**config.mk**
```make
export PLATFORM = sky130hd
export DESIGN_NAME = pcad_bridge_flat
export DESIGN_NICKNAME = d
export VERILOG_FILES = /design/src/design/pcad_pkg.sv /design/src/design/pcad_io_if.sv /design/src/design/pcad_bridge.sv /design/src/flat_wrapper.sv
export SDC_FILE = /design/constraint.sdc
export NUM_CORES = 1
export LEC_CHECK = 0
export CAP_MARGIN = 20
export CORE_MARGIN = 2
export CORE_UTILIZATION = 30
export DETAILED_ROUTE_END_ITERATION = 8
export DONT_BUFFER_PORTS = 1
export GPL_ROUTABILITY_DRIVEN = 0
export GPL_TIMING_DRIVEN = 0
export PLACE_DENSITY = 0.51
export SETUP_SLACK_MARGIN = 0.5
export SYNTH_ARGS = -nofsm -noshare
export SYNTH_HDL_FRONTEND = slang
export SYNTH_SLANG_ARGS = --single-unit
```
**constraint.sdc**
```tcl
create_clock -name CLK_IN -period 3 [get_ports CLK_IN]
set_input_delay 0.45 -clock CLK_IN [delete_from_list [all_inputs] [get_ports CLK_IN]]
set_output_delay 0.45 -clock CLK_IN [all_outputs]
set_load 0.1 [all_outputs]
```
**src/design/pcad_pkg.sv**
```systemverilog
package pcad_pkg;
    // host i/o ports of the indirect access pair
    localparam logic [15:0] PCAD_SEL_PORT   = 16'h0CF8;
    localparam logic [15:0] PCAD_WIN_PORT   = 16'h0CFC;
    // fields of config_target_select
    localparam int          PCAD_EN_BIT     = 31;
    localparam int          PCAD_BUS_MSB    = 23;
    localparam int          PCAD_BUS_LSB    = 16;
    localparam int          PCAD_DEV_MSB    = 15;
    localparam int          PCAD_DEV_LSB    = 11;
    localparam int          PCAD_FUNC_MSB   = 10;
    localparam int          PCAD_FUNC_LSB   = 8;
    localparam int          PCAD_REG_MSB    = 7;
    localparam int          PCAD_REG_LSB    = 2;
    localparam logic [31:0] PCAD_SEL_MASK   = 32'h80FF_FFFC;
    localparam logic [31:0] PCAD_SEL_RESET  = 32'h0000_0000;
    // chip select lines ad[31:11]
    localparam int          PCAD_IDSEL_LSB  = 11;
    localparam int          PCAD_IDSEL_W    = 21;
    localparam logic [1:0]  PCAD_TYPE0_CODE = 2'b00;
    localparam logic [1:0]  PCAD_TYPE1_CODE = 2'b01;
    // bridge's own bus number bookkeeping
    localparam logic [7:0]  PCAD_BUS_RESET  = 8'h00;
    localparam logic [7:0]  PCAD_SUB_RESET  = 8'h00;
    localparam logic [4:0]  PCAD_SELF_DEV   = 5'h00;
    localparam logic [5:0]  PCAD_SELF_IDX   = 6'h06;
    localparam logic [31:0] PCAD_NO_DEV     = 32'hFFFF_FFFF;
    // controller apb map
    localparam logic [7:0]  PCAD_HC_ADDR    = 8'h00;
    localparam logic [7:0]  PCAD_HC_WDATA   = 8'h04;
    localparam logic [7:0]  PCAD_HC_CTRL    = 8'h08;
    localparam logic [7:0]  PCAD_HC_STATUS  = 8'h0C;
    localparam logic [7:0]  PCAD_HC_RDATA   = 8'h10;
    localparam int          PCAD_HC_WR_BIT  = 31;
    localparam int          PCAD_HC_GO_BIT  = 8;
    localparam int          PCAD_ST_BUSY    = 0;
    localparam int          PCAD_ST_DONE    = 1;
    localparam int          PCAD_ST_REFUSE  = 2;

    typedef enum logic [1:0] {
        PCAD_D_IDLE = 2'b00,
        PCAD_D_CFG  = 2'b01,
        PCAD_D_FWD  = 2'b10
    } pcad_dev_state_t;

    typedef enum logic [1:0] {
        PCAD_H_IDLE = 2'b00,
        PCAD_H_REQ  = 2'b01,
        PCAD_H_WAIT = 2'b11
    } pcad_host_state_t;
endpackage

```
**src/design/pcad_io_if.sv**
```systemverilog
`timescale 1ns/100ps
interface pcad_io_if (
    input wire logic clk
);
    logic        io_req;
    logic        io_write;
    logic [15:0] io_addr;
    logic [3:0]  io_be;
    logic [31:0] io_wdata;
    logic        io_ack;
    logic [31:0] io_rdata;

    modport bridge (
        input  io_req,
        input  io_write,
        input  io_addr,
        input  io_be,
        input  io_wdata,
        output io_ack,
        output io_rdata
    );

    modport cpu (
        output io_req,
        output io_write,
        output io_addr,
        output io_be,
        output io_wdata,
        input  io_ack,
        input  io_rdata
    );
endinterface

```
**src/design/pcad_bridge.sv**
```systemverilog
// Summary of operation
// - only full dword select access is configuration
// - data window access runs the selected transfer
// - byte enables choose the lanes taking part
// - bus number from select bits 23:16
// - device number from select bits 15:11
// - function number from select bits 10:8
// - register index from select bits 7:2
// - one chip select line among ad 31:11
// - bridge keeps bus and subordinate numbers
// - firmware numbers buses ascending down branches
// - only the boot processor issues configuration
`timescale 1ns/100ps
module pcad_bridge (
    input  wire logic        CLK_IN,
    input  wire logic        RST_B_IN,
    pcad_io_if.bridge        IO,
    output logic             CFG_REQ_OUT,
    output logic             CFG_TYPE1_OUT,
    output logic             CFG_WRITE_OUT,
    output logic [31:0]      CFG_ADDR_OUT,
    output logic [3:0]       CFG_BE_OUT,
    output logic [31:0]      CFG_WDATA_OUT,
    input  wire logic        CFG_DONE_IN,
    input  wire logic [31:0] CFG_RDATA_IN,
    output logic             FWD_REQ_OUT,
    output logic             FWD_WRITE_OUT,
    output logic [15:0]      FWD_ADDR_OUT,
    output logic [3:0]       FWD_BE_OUT,
    output logic [31:0]      FWD_WDATA_OUT,
    input  wire logic        FWD_DONE_IN,
    input  wire logic [31:0] FWD_RDATA_IN,
    output logic [7:0]       BUS_NUM_OUT,
    output logic [7:0]       SUB_NUM_OUT
);
    import pcad_pkg::*;

    pcad_dev_state_t state_reg;
    logic [31:0]     sel_reg;
    logic [7:0]      bus_num_reg;
    logic [7:0]      sub_num_reg;
    logic            ack_reg;
    logic [31:0]     rdata_reg;
    logic [31:0]     lane_mask_reg;
    logic            cfg_req_reg;
    logic            cfg_type1_reg;
    logic            cfg_write_reg;
    logic [31:0]     cfg_addr_reg;
    logic [3:0]      cfg_be_reg;
    logic [31:0]     cfg_wdata_reg;
    logic            fwd_req_reg;
    logic            fwd_write_reg;
    logic [15:0]     fwd_addr_reg;
    logic [3:0]      fwd_be_reg;
    logic [31:0]     fwd_wdata_reg;

    wire logic [7:0]  tgt_bus  = sel_reg[PCAD_BUS_MSB:PCAD_BUS_LSB];
    wire logic [4:0]  tgt_dev  = sel_reg[PCAD_DEV_MSB:PCAD_DEV_LSB];
    wire logic [2:0]  tgt_func = sel_reg[PCAD_FUNC_MSB:PCAD_FUNC_LSB];
    wire logic [5:0]  tgt_reg  = sel_reg[PCAD_REG_MSB:PCAD_REG_LSB];

    wire logic take = (state_reg == PCAD_D_IDLE) && IO.io_req;
    // a partial access at the select port falls through to plain i/o
    wire logic hit_sel = (IO.io_addr[15:2] == PCAD_SEL_PORT[15:2])
                         && (IO.io_be == 4'hF);
    wire logic hit_win = (IO.io_addr[15:2] == PCAD_WIN_PORT[15:2])
                         && sel_reg[PCAD_EN_BIT];
    // type 0 on our own bus, type 1 for anything in the range below
    wire logic to_local = (tgt_bus == bus_num_reg);
    wire logic to_below = (tgt_bus > bus_num_reg)
                          && (tgt_bus <= sub_num_reg);
    wire logic to_self  = to_local && (tgt_dev == PCAD_SELF_DEV);
    wire logic dev_ok   = ({27'h000_0000, tgt_dev} < PCAD_IDSEL_W);

    wire logic [PCAD_IDSEL_W-1:0] idsel =
        PCAD_IDSEL_W'(1) << tgt_dev;
    wire logic [31:0] type0_addr = {idsel, tgt_func, tgt_reg,
                                    PCAD_TYPE0_CODE};
    wire logic [31:0] type1_addr = {8'h00, tgt_bus, tgt_dev, tgt_func,
                                    tgt_reg, PCAD_TYPE1_CODE};

    wire logic [31:0] lane_mask = {{8{IO.io_be[3]}}, {8{IO.io_be[2]}},
                                   {8{IO.io_be[1]}}, {8{IO.io_be[0]}}};
    wire logic self_idx = (tgt_reg == PCAD_SELF_IDX);
    wire logic [31:0] self_word = self_idx ?
        {16'h0000, sub_num_reg, bus_num_reg} : 32'h0000_0000;

    wire logic sel_wr  = take && hit_sel && IO.io_write;
    wire logic win_go  = take && !hit_sel && hit_win;
    wire logic self_wr = win_go && to_self && self_idx && IO.io_write;
    wire logic cfg_go  = win_go && !to_self
                         && ((to_local && dev_ok) || to_below);
    wire logic abort   = win_go && !to_self && !cfg_go;
    wire logic fwd_go  = take && !hit_sel && !hit_win;

    // bits 30:24 and 1:0 are not stored, so they read back zero
    always_ff @(posedge CLK_IN or negedge RST_B_IN) begin
        if (!RST_B_IN) begin
            sel_reg <= PCAD_SEL_RESET;
        end else if (sel_wr) begin
            sel_reg <= IO.io_wdata & PCAD_SEL_MASK;
        end
    end

    // firmware loads these through the bridge's own config word
    always_ff @(posedge CLK_IN or negedge RST_B_IN) begin
        if (!RST_B_IN) begin
            bus_num_reg <= PCAD_BUS_RESET;
            sub_num_reg <= PCAD_SUB_RESET;
        end else if (self_wr) begin
            if (IO.io_be[0]) begin
                bus_num_reg <= IO.io_wdata[7:0];
            end
            if (IO.io_be[1]) begin
                sub_num_reg <= IO.io_wdata[15:8];
            end
        end
    end

    always_ff @(posedge CLK_IN or negedge RST_B_IN) begin
        if (!RST_B_IN) begin
            cfg_type1_reg <= 1'b0;
            cfg_write_reg <= 1'b0;
            cfg_addr_reg  <= 32'h0000_0000;
            cfg_be_reg    <= 4'h0;
            cfg_wdata_reg <= 32'h0000_0000;
            fwd_write_reg <= 1'b0;
            fwd_addr_reg  <= 16'h0000;
            fwd_be_reg    <= 4'h0;
            fwd_wdata_reg <= 32'h0000_0000;
            lane_mask_reg <= 32'h0000_0000;
        end else if (take) begin
            cfg_type1_reg <= !to_local;
            cfg_write_reg <= IO.io_write;
            cfg_addr_reg  <= to_local ? type0_addr : type1_addr;
            cfg_be_reg    <= IO.io_be;
            cfg_wdata_reg <= IO.io_wdata & lane_mask;
            fwd_write_reg <= IO.io_write;
            fwd_addr_reg  <= IO.io_addr;
            fwd_be_reg    <= IO.io_be;
            fwd_wdata_reg <= IO.io_wdata;
            lane_mask_reg <= lane_mask;
        end
    end

    always_ff @(posedge CLK_IN or negedge RST_B_IN) begin
        if (!RST_B_IN) begin
            state_reg   <= PCAD_D_IDLE;
            cfg_req_reg <= 1'b0;
            fwd_req_reg <= 1'b0;
            ack_reg     <= 1'b0;
            rdata_reg   <= 32'h0000_0000;
        end else begin
            ack_reg <= 1'b0;
            case (state_reg)
                PCAD_D_IDLE: begin
                    if (take && hit_sel) begin
                        ack_reg   <= 1'b1;
                        rdata_reg <= sel_reg;
                    end else if (win_go && to_self) begin
                        ack_reg   <= 1'b1;
                        rdata_reg <= self_word & lane_mask;
                    end else if (abort) begin
                        // no target: reads float high, writes vanish
                        ack_reg   <= 1'b1;
                        rdata_reg <= PCAD_NO_DEV & lane_mask;
                    end else if (cfg_go) begin
                        cfg_req_reg <= 1'b1;
                        state_reg   <= PCAD_D_CFG;
                    end else if (fwd_go) begin
                        fwd_req_reg <= 1'b1;
                        state_reg   <= PCAD_D_FWD;
                    end
                end
                PCAD_D_CFG: begin
                    if (CFG_DONE_IN) begin
                        cfg_req_reg <= 1'b0;
                        ack_reg     <= 1'b1;
                        rdata_reg   <= CFG_RDATA_IN & lane_mask_reg;
                        state_reg   <= PCAD_D_IDLE;
                    end
                end
                PCAD_D_FWD: begin
                    if (FWD_DONE_IN) begin
                        fwd_req_reg <= 1'b0;
                        ack_reg     <= 1'b1;
                        rdata_reg   <= FWD_RDATA_IN;
                        state_reg   <= PCAD_D_IDLE;
                    end
                end
                default: begin
                    state_reg <= PCAD_D_IDLE;
                end
            endcase
        end
    end

    assign IO.io_ack       = ack_reg;
    assign IO.io_rdata     = rdata_reg;
    assign CFG_REQ_OUT     = cfg_req_reg;
    assign CFG_TYPE1_OUT   = cfg_type1_reg;
    assign CFG_WRITE_OUT   = cfg_write_reg;
    assign CFG_ADDR_OUT    = cfg_addr_reg;
    assign CFG_BE_OUT      = cfg_be_reg;
    assign CFG_WDATA_OUT   = cfg_wdata_reg;
    assign FWD_REQ_OUT     = fwd_req_reg;
    assign FWD_WRITE_OUT   = fwd_write_reg;
    assign FWD_ADDR_OUT    = fwd_addr_reg;
    assign FWD_BE_OUT      = fwd_be_reg;
    assign FWD_WDATA_OUT   = fwd_wdata_reg;
    assign BUS_NUM_OUT     = bus_num_reg;
    assign SUB_NUM_OUT     = sub_num_reg;
endmodule

```
**src/flat_wrapper.sv**
```systemverilog
// flat-port wrapper written by rule: the top's interface ports become plain ports
module pcad_bridge_flat import pcad_pkg::*;
  (CLK_IN, RST_B_IN, CFG_REQ_OUT, CFG_TYPE1_OUT, CFG_WRITE_OUT, CFG_ADDR_OUT, CFG_BE_OUT, CFG_WDATA_OUT, CFG_DONE_IN, CFG_RDATA_IN, FWD_REQ_OUT, FWD_WRITE_OUT, FWD_ADDR_OUT, FWD_BE_OUT, FWD_WDATA_OUT, FWD_DONE_IN, FWD_RDATA_IN, BUS_NUM_OUT, SUB_NUM_OUT, clk, IO_io_req, IO_io_write, IO_io_addr, IO_io_be, IO_io_wdata, IO_io_ack, IO_io_rdata);
  pcad_io_if IO_i (.clk(clk));
  input  wire logic CLK_IN;
  input  wire logic RST_B_IN;
  output logic CFG_REQ_OUT;
  output logic CFG_TYPE1_OUT;
  output logic CFG_WRITE_OUT;
  output logic [31:0] CFG_ADDR_OUT;
  output logic [3:0] CFG_BE_OUT;
  output logic [31:0] CFG_WDATA_OUT;
  input  wire logic CFG_DONE_IN;
  input  wire logic [31:0] CFG_RDATA_IN;
  output logic FWD_REQ_OUT;
  output logic FWD_WRITE_OUT;
  output logic [15:0] FWD_ADDR_OUT;
  output logic [3:0] FWD_BE_OUT;
  output logic [31:0] FWD_WDATA_OUT;
  input  wire logic FWD_DONE_IN;
  input  wire logic [31:0] FWD_RDATA_IN;
  output logic [7:0] BUS_NUM_OUT;
  output logic [7:0] SUB_NUM_OUT;
  input wire logic clk;
  input wire logic [$bits(IO_i.io_req)-1:0] IO_io_req;
  input wire logic [$bits(IO_i.io_write)-1:0] IO_io_write;
  input wire logic [$bits(IO_i.io_addr)-1:0] IO_io_addr;
  input wire logic [$bits(IO_i.io_be)-1:0] IO_io_be;
  input wire logic [$bits(IO_i.io_wdata)-1:0] IO_io_wdata;
  output wire logic [$bits(IO_i.io_ack)-1:0] IO_io_ack;
  output wire logic [$bits(IO_i.io_rdata)-1:0] IO_io_rdata;
  assign IO_i.io_req = IO_io_req;
  assign IO_i.io_write = IO_io_write;
  assign IO_i.io_addr = IO_io_addr;
  assign IO_i.io_be = IO_io_be;
  assign IO_i.io_wdata = IO_io_wdata;
  assign IO_io_ack = IO_i.io_ack;
  assign IO_io_rdata = IO_i.io_rdata;
  pcad_bridge u_core (.CLK_IN(CLK_IN), .RST_B_IN(RST_B_IN), .IO(IO_i), .CFG_REQ_OUT(CFG_REQ_OUT), .CFG_TYPE1_OUT(CFG_TYPE1_OUT), .CFG_WRITE_OUT(CFG_WRITE_OUT), .CFG_ADDR_OUT(CFG_ADDR_OUT), .CFG_BE_OUT(CFG_BE_OUT), .CFG_WDATA_OUT(CFG_WDATA_OUT), .CFG_DONE_IN(CFG_DONE_IN), .CFG_RDATA_IN(CFG_RDATA_IN), .FWD_REQ_OUT(FWD_REQ_OUT), .FWD_WRITE_OUT(FWD_WRITE_OUT), .FWD_ADDR_OUT(FWD_ADDR_OUT), .FWD_BE_OUT(FWD_BE_OUT), .FWD_WDATA_OUT(FWD_WDATA_OUT), .FWD_DONE_IN(FWD_DONE_IN), .FWD_RDATA_IN(FWD_RDATA_IN), .BUS_NUM_OUT(BUS_NUM_OUT), .SUB_NUM_OUT(SUB_NUM_OUT));
endmodule
```
After elaboration in Yosys (flattened, before gate mapping)

Cells that the tools add are included.

Register bits: 219
Input bits: 123
Output and inout bits: 174

Magnitude comparators: 3
Eq/ne operators: 17
Shifts and indexed selects: 1
Multiplexer cells: 35
Bitwise gates (word level): 3
Reduce and logical (&&, ||, !) cells: 34

Operator list:

| kind                                                                    | count |
|---|---|
| 32-bit 2-to-1 mux                                                       | 6 |
| 32-bit one-hot mux with 3 select lines                                  | 1 |
| 32-bit AND                                                              | 2 |
| 16-bit by 32-bit AND with 32-bit output                                 | 1 |
| 14-bit by 10-bit equality test with 1-bit output, second input constant | 2 |
| 1-bit by 5-bit << shifter with 21-bit output, first input constant      | 1 |
| 1-bit logical AND                                                       | 17 |
| 1-bit 2-to-1 mux                                                        | 16 |
| 16-bit 2-to-1 mux                                                       | 1 |
| 2-bit 2-to-1 mux                                                        | 7 |
| 2-bit != test, second input constant                                    | 6 |
| 6-bit AND reduction                                                     | 2 |
| 8-bit equality test                                                     | 1 |
| 8-bit > comparator                                                      | 1 |
| 8-bit less-or-equal comparator                                          | 1 |
| 7-bit AND reduction                                                     | 1 |
| 6-bit by 3-bit equality test with 1-bit output, second input constant   | 1 |
| 2-bit one-hot mux with 3 select lines                                   | 1 |
| 1-bit logical NOT                                                       | 5 |
| 5-bit logical NOT                                                       | 1 |
| 5-bit less-than comparator, second input constant                       | 1 |
| 4-bit equality test, second input constant                              | 1 |
| 2-bit by 1-bit != test with 1-bit output, second input constant         | 2 |
| 4-bit by 3-bit != test with 1-bit output, second input constant         | 1 |
| other kinds (11)                                                        | 14 |

Longest topological paths before layout

Gate-level depths: netlist of run 1.

Depth after elaboration: 13
Gate-level depth with buffers: 11
Mapped depth without buffers: 9

Worst setup path after synthesis of run 1

OpenSTA, ideal clock, no wires.

Path type: register to register
From: reg u_core.bus_num_reg[1] (netlist: u_core.BUS_NUM_OUT[1])
To: reg u_core.rdata_reg[21] (netlist: u_core.IO.io_rdata[21])
Setup time: 0.125 ns
Arrival time: 3.069 ns
Data required time: 2.875 ns
Slack: -0.195 ns
Cell stages (with the launch flop): 11
Path buffers: 1
Cell sequence: dfrtp_1 -> inv_1 -> ha_1 -> nor2b_1 -> o211ai_1 -> a21oi_1 -> o21ai_0 -> o21ai_2 -> a311oi_4 -> buf_6 -> mux2_2

Word-level cells in the longest chain between the ends: 9

RTL lines:

| what                                                       | line               | RTL |
|---|---|---|
| start: declaration                                         | pcad_bridge.sv:40  | `logic [7:0] bus_num_reg;` |
| start signal: assignment                                   | pcad_bridge.sv:112 | `bus_num_reg <= IO.io_wdata[7:0];` |
| branches (longest 9 deep; another with 8-bit > comparator) | n/a                |  |
| end signal: assignment                                     | pcad_bridge.sv:159 | `rdata_reg <= sel_reg;` |
| end signal: assignment                                     | pcad_bridge.sv:162 | `rdata_reg <= self_word & lane_mask;` |
| end signal: assignment                                     | pcad_bridge.sv:166 | `rdata_reg <= PCAD_NO_DEV & lane_mask;` |
| end: declaration                                           | pcad_bridge.sv:43  | `logic [31:0] rdata_reg;` |

Several ways; the timed one is not identified.
A chain may end at the register's enable or synchronous reset.

Worst setup path in the final report of run 1

From: reg u_core.bus_num_reg[6] (netlist: u_core.BUS_NUM_OUT[6])
To: reg u_core.rdata_reg[7] (netlist: u_core.IO.io_rdata[7])

The elaborated chain is that of the path after synthesis.

==> metrics, run 1 <==
CTS Buffer Depth=2; reg2reg start=u_core.BUS_NUM_OUT[6]; flops & latches, synth=192; Setup WS post-layout=~130 ps; pin count of the biggest net entering global routing=approximately 190; CP max FO=5; Ports=between 200 and 300; max frequency=roughly 350 MHz; number of H-tree levels=4; Async S/R FF share, synth=100%; ys flop type=dfrtp_1; status=finished, violations left; Reg2Reg Depth=12; initial antenna violation count=0; top cell type's share of synthesized area=approximately 53%; final hold vios=192; Worst Path Required=roughly 3300 ps; total routed wirelength=approximately 31000 um; Mapped Area=about 9000 um2; vias per inst=~5.2; DRT Pass-1 Iters=6; Clock Latency Late Sink=around 450 ps; initial detailed-routing violation count=between 300 and 400; Final min period=around 2900 ps; RSZ-0062 raised after global routing=true; Total GRT Usage=about a fifth; Antenna diodes=0; Setup Skew=between 10 and 15 ps; clock sinks=192; first-pass GRT wire length=45500 um; CP Launch Type=flop; Initial Utilization=between 30 and 40%; Hold WS=-303 ps; TritonCTS Buffers=17; post-route ant nets=0; cell area after placement=around 9600 um2; top post-synthesis cells by count=dfrtp_1, nand2_1, mux2_2; worst hold path class=in2async; syn_nets=958; vias=roughly 6600; sequential element share of the synthesized area=a little over half; mean post-synth cell area=~11 um2; Root Driver=clkbuf_16; CTS tree=done; CP Capture Type=flop; Net count, final=between 1000 and 1500; Final Cell Area=10800 um2; Die H=between 150 and 200 um; Netlist cell types=between 50 and 60; Synth area leader=dfrtp_1; number of remaining DRC errors=0; vias in the first global route=~6800; Clock transition at path regs=80 ps; failing checks=hold timing; relative slew slack=between 30 and 40%; WS Path Type=reg2reg; Syn. warnings=0; R2R Setup Slk=approximately 130 ps; Area Growth Syn to Fin=20.1%; Core Box Area=29600 um2; Mapped Cells=815; final setup fails=0; TNS Setup=0 ps; max-slew violation count=0; most common cell in the netlist=dfrtp_1; number of synthesized flops with an enable pin=0; layout cell share with drive strength beyond 1=~30%; num rows=63; DPL Wire Length=22400 um; die area=approximately 31000 um2; Slew @ Worst Pin=1010 ps; maxcap violations=0; Buffers on Ports=0; worst path arrival time=3200 ps; final clock period utilization by the worst path=95.7%; synth top area cells=dfrtp_1, mux2_2, nand2_1; wire per inst=roughly 25 um; total global routing overflow=0; Chip Width=~180 um; pre-CTS setup slack=-269 ps; Critical R2R Capture=u_core.IO.io_rdata[7]
==> cell type report <==
type                       count  area, um2
clock inverter                15        169
clock buffer                  17        425
timing repair buffer          24        288
inverter                      30        123
buffer                        58        330
fill                        2973      18800
sequential                   192       4860
multi-input combinational    535       4150
tap                          390        488
==> stage by stage <==
stage	util (%)	cells	hold WS, ps
floorplan	-	815	154
global placement	32.5	1205	164
global route	36.5	1261	-332
detailed placement	32.5	1205	164
finish	36.5	1261	-303
CTS	36.1	1254	-332
==> routing by layer <==
metal	track usage [%]	vias to the layer above	share of wire, %
met5	0	-	0
met4	4.20	0	0.89
met3	6.71	20	8.0
met2	32.3	257	47
met1	26.1	3323	44
li1	-	2956	-
==> kinds of logic after synthesis <==
| logic type | Yosys count | share of synthesized area [%] |
|---|---|---|
| AO/OA/AOI/OAI | 168 | 12.6 |
| adder cells (fa/ha/maj) | 20 | 2.78 |
| buffers and inverters | 88 | 4.25 |
| flip-flops | 192 | 53.3 |
| multiplexers | 134 | 16.6 |
| other | 1 | 0.0416 |
| AND/OR/NAND/NOR | 212 | 10.5 |
==> layout by cell type, fill, tap and decap left out, types with 13 or more instances in the layout <==
cell and instances:
o21ai_0 47, clkbuf_1 30, a32oi_1 22, dfrtp_4 13, ha_1 13, mux2_4 24, a22o_1 13, inv_1 21
a21o_1 15, dfrtp_1 176, clkbuf_16 17, a21oi_1 34, buf_4 22, nand2_1 154, mux2_2 102
==> how the worst max path moves through the flow <==
| stage | from | to | cells after the start |
|---|---|---|---|
| after global routing | u_core.BUS_NUM_OUT[6] | u_core.IO.io_rdata[7] | 12 |
| after floorplan | IO_io_addr[13] | u_core.IO.io_rdata[21] | 8 |
| final | u_core.BUS_NUM_OUT[6] | u_core.IO.io_rdata[7] | 12 |
| after global placement | u_core.sel_reg[2] | u_core.SUB_NUM_OUT[0] | 5 |
| after detailed placement | u_core.sel_reg[2] | u_core.SUB_NUM_OUT[7] | 5 |
| after CTS | u_core.BUS_NUM_OUT[7] | u_core.IO.io_rdata[12] | 11 |
==> critical path, cell delays in order, from the launching register on <==
cell and delay, ps:
dfrtp_4 670, inv_4 70, ha_4 270, nand4_1 200, or2_4 360, a21oi_4 180, a21oi_4 80, o21ai_4 90
a311oi_4 110, buf_6 170, buf_12 130, buf_12 130, mux2_4 290
==> timing repair <==
item | 4_1_cts | 5_1_grt
buffers inserted | 15 | 7
resized for setup | 65 | 27
endpoints found under the hold margin | 192 | 192
cloned | 2 | 0
pin swaps | 10 | 6
setup endpoints to repair | 159 | 106
Power of run 1 is left out: the tool's default activity adds up to more than one toggle a clock period on the data nets, which glitch-free logic cannot reach.
==> run 2, diff against run 1 <==
Settings changed: CAP_MARGIN 20 to not set.
Clock period 3 ns to 2.95 ns, I/O delays scaled along.
==> run 2 against run 1 <==
Against the previous run: the run still ends with hold timing left; count of clock-buffer cells in the layout unchanged; register-to-register slack barely moved; via count rose by 0.88%; maximum frequency grew 1.8%; die area unchanged; global-route usage rose by 0.11 points; highest routed layer unchanged.
==> metrics, run 2 (same netlist as run 1, synthesis figures left out) <==
worst path arrival time=3150 ps; Setup Skew=between 10 and 15 ps; CP Capture Type=flop; clock sinks=192; die area=approximately 31000 um2; initial antenna violation count=0; vias per inst=5.18; Setup WS post-layout=130 ps; Clock transition at path regs=~80 ps; FF/Latch Area=approximately 4900 um2; area of the multi-input gates=between 4000 and 5000 um2; total global routing overflow=0; Ports=around 300; CP max FO=5; TNS Setup=0 ps; max-slew violation count=0; Hold WS=-322 ps; Antenna diodes=0; CP Launch Type=flop; number of H-tree levels=4; Total GRT Usage=between 20% and 30%; vias=~6600; relative slew slack=between 30% and 40%; Die H=177 um; status=finished, violations left; layout cell share with drive strength beyond 1=between 30 and 40%; maxcap violations=0; num rows=63; post-route ant nets=0; Clock Latency Late Sink=around 460 ps; DPL Wire Length=22400 um; Initial Utilization=30.4%; CTS Buffer Depth=2; R2R Setup Slk=130 ps; Worst Path Required=roughly 3300 ps; worst hold path class=in2async; max frequency=roughly 350 MHz; final setup fails=0; TritonCTS Buffers=17; final hold vios=~190; pin count of the biggest net entering global routing=slightly below 200; Reg2Reg Depth=12; Core Box Area=29600 um2; Chip Width=around 180 um; Buffers on Ports=0; most common cell after layout, fill and taps aside=dfrtp_1; final clock period utilization by the worst path=~96%; CTS tree=done; number of remaining DRC errors=0; Final min period=between 2000 and 3000 ps; most frequent cells in the layout=dfrtp_1, nand2_1, mux2_2, o21ai_0; vias in the first global route=between 6000 and 7000; initial detailed-routing violation count=between 300 and 400; failing checks=hold timing; reg2reg start=u_core.BUS_NUM_OUT[6]; RSZ-0062 raised after global routing=true; WS Path Type=reg2reg; Area Growth Syn to Fin=22.8%; Worst Setup SP=u_core.BUS_NUM_OUT[6]; Root Driver=clkbuf_16; Fillers=between 2000 and 3000; Slew @ Worst Pin=1020 ps; pre-CTS setup slack=-341 ps; total routed wirelength=approximately 32000 um; Net count, final=just over 1000; first-pass GRT wire length=46100 um; wire per inst=between 20 and 25 um; DRT Pass-1 Iters=4
[run 2: cell types whose count changed in the layout (fill, tap and decap cells not counted), moves of 3 or more]
cell      delta
buf_4        +8
buf_6        +7
o21ai_0      -6
o21ai_1      +4
clkbuf_1     +3
clkbuf_2     -3
clkinv_2     +3
mux2_2       -3
mux2_4       +3
[run 2: what timing repair did]
action	4_1_cts	5_1_grt
hold endpoints to repair	192	192
setup buffers	22	16
pin swaps	11	20
setup endpoints to repair	161	118
gates resized for setup	72	54
cloned	2	1
[run 2: path summary, 6_finish.rpt]
path / end
min: u_core.CFG_WDATA_OUT[13]
min reg2reg: u_core.CFG_ADDR_OUT[10]
max reg2reg: u_core.IO.io_rdata[11]
max in group asynchronous: u_core.BUS_NUM_OUT[1]
max: u_core.IO.io_rdata[11]
min in group CLK_IN: u_core.CFG_REQ_OUT
[run 2: critical path, cell delays in order (launching register included)]
cell and delay, ps:
dfrtp_4 670, inv_4 70, ha_4 270, nand4_1 180, or2_4 340, a21oi_4 150
a21oi_4 80, o21ai_4 80, a311oi_4 110, buf_6 170, buf_12 130, buf_16 130
mux2_4 290
[run 2: metal layers]
metal	part of all wire [%]	GRT usage (%)	up-vias
met5	0	0	-
met4	1.1	4.92	0
met3	8.7	7.41	22
met2	48	32.6	260
met1	43	25.4	3331
li1	-	-	3001
[run 2: final cells by class]
class / count / share of cell area, %
buffer: 58 / 3.15
clock buffer: 17 / 3.84
clock inverter: 15 / 1.12
inverter: 30 / 1.11
multi-input combinational: 535 / 38.3
sequential: 192 / 43.9
tap: 390 / 4.41
timing repair buffer: 41 / 4.11
[run 2: stage by stage]
| step | utilization (%) | cell area [um2] | instances |
|---|---|---|---|
| 6_report | 37.3 | 11100 | 1278 |
| 5_1_grt | 37.3 | 11100 | 1278 |
| 4_1_cts | 36.3 | 10700 | 1261 |
| 3_5_place_dp | 32.5 | 9640 | 1205 |
| 3_3_place_gp | 32.5 | 9640 | 1205 |
| 2_1_floorplan | - | 9150 | 815 |
Power of run 2 is left out for the same reason.
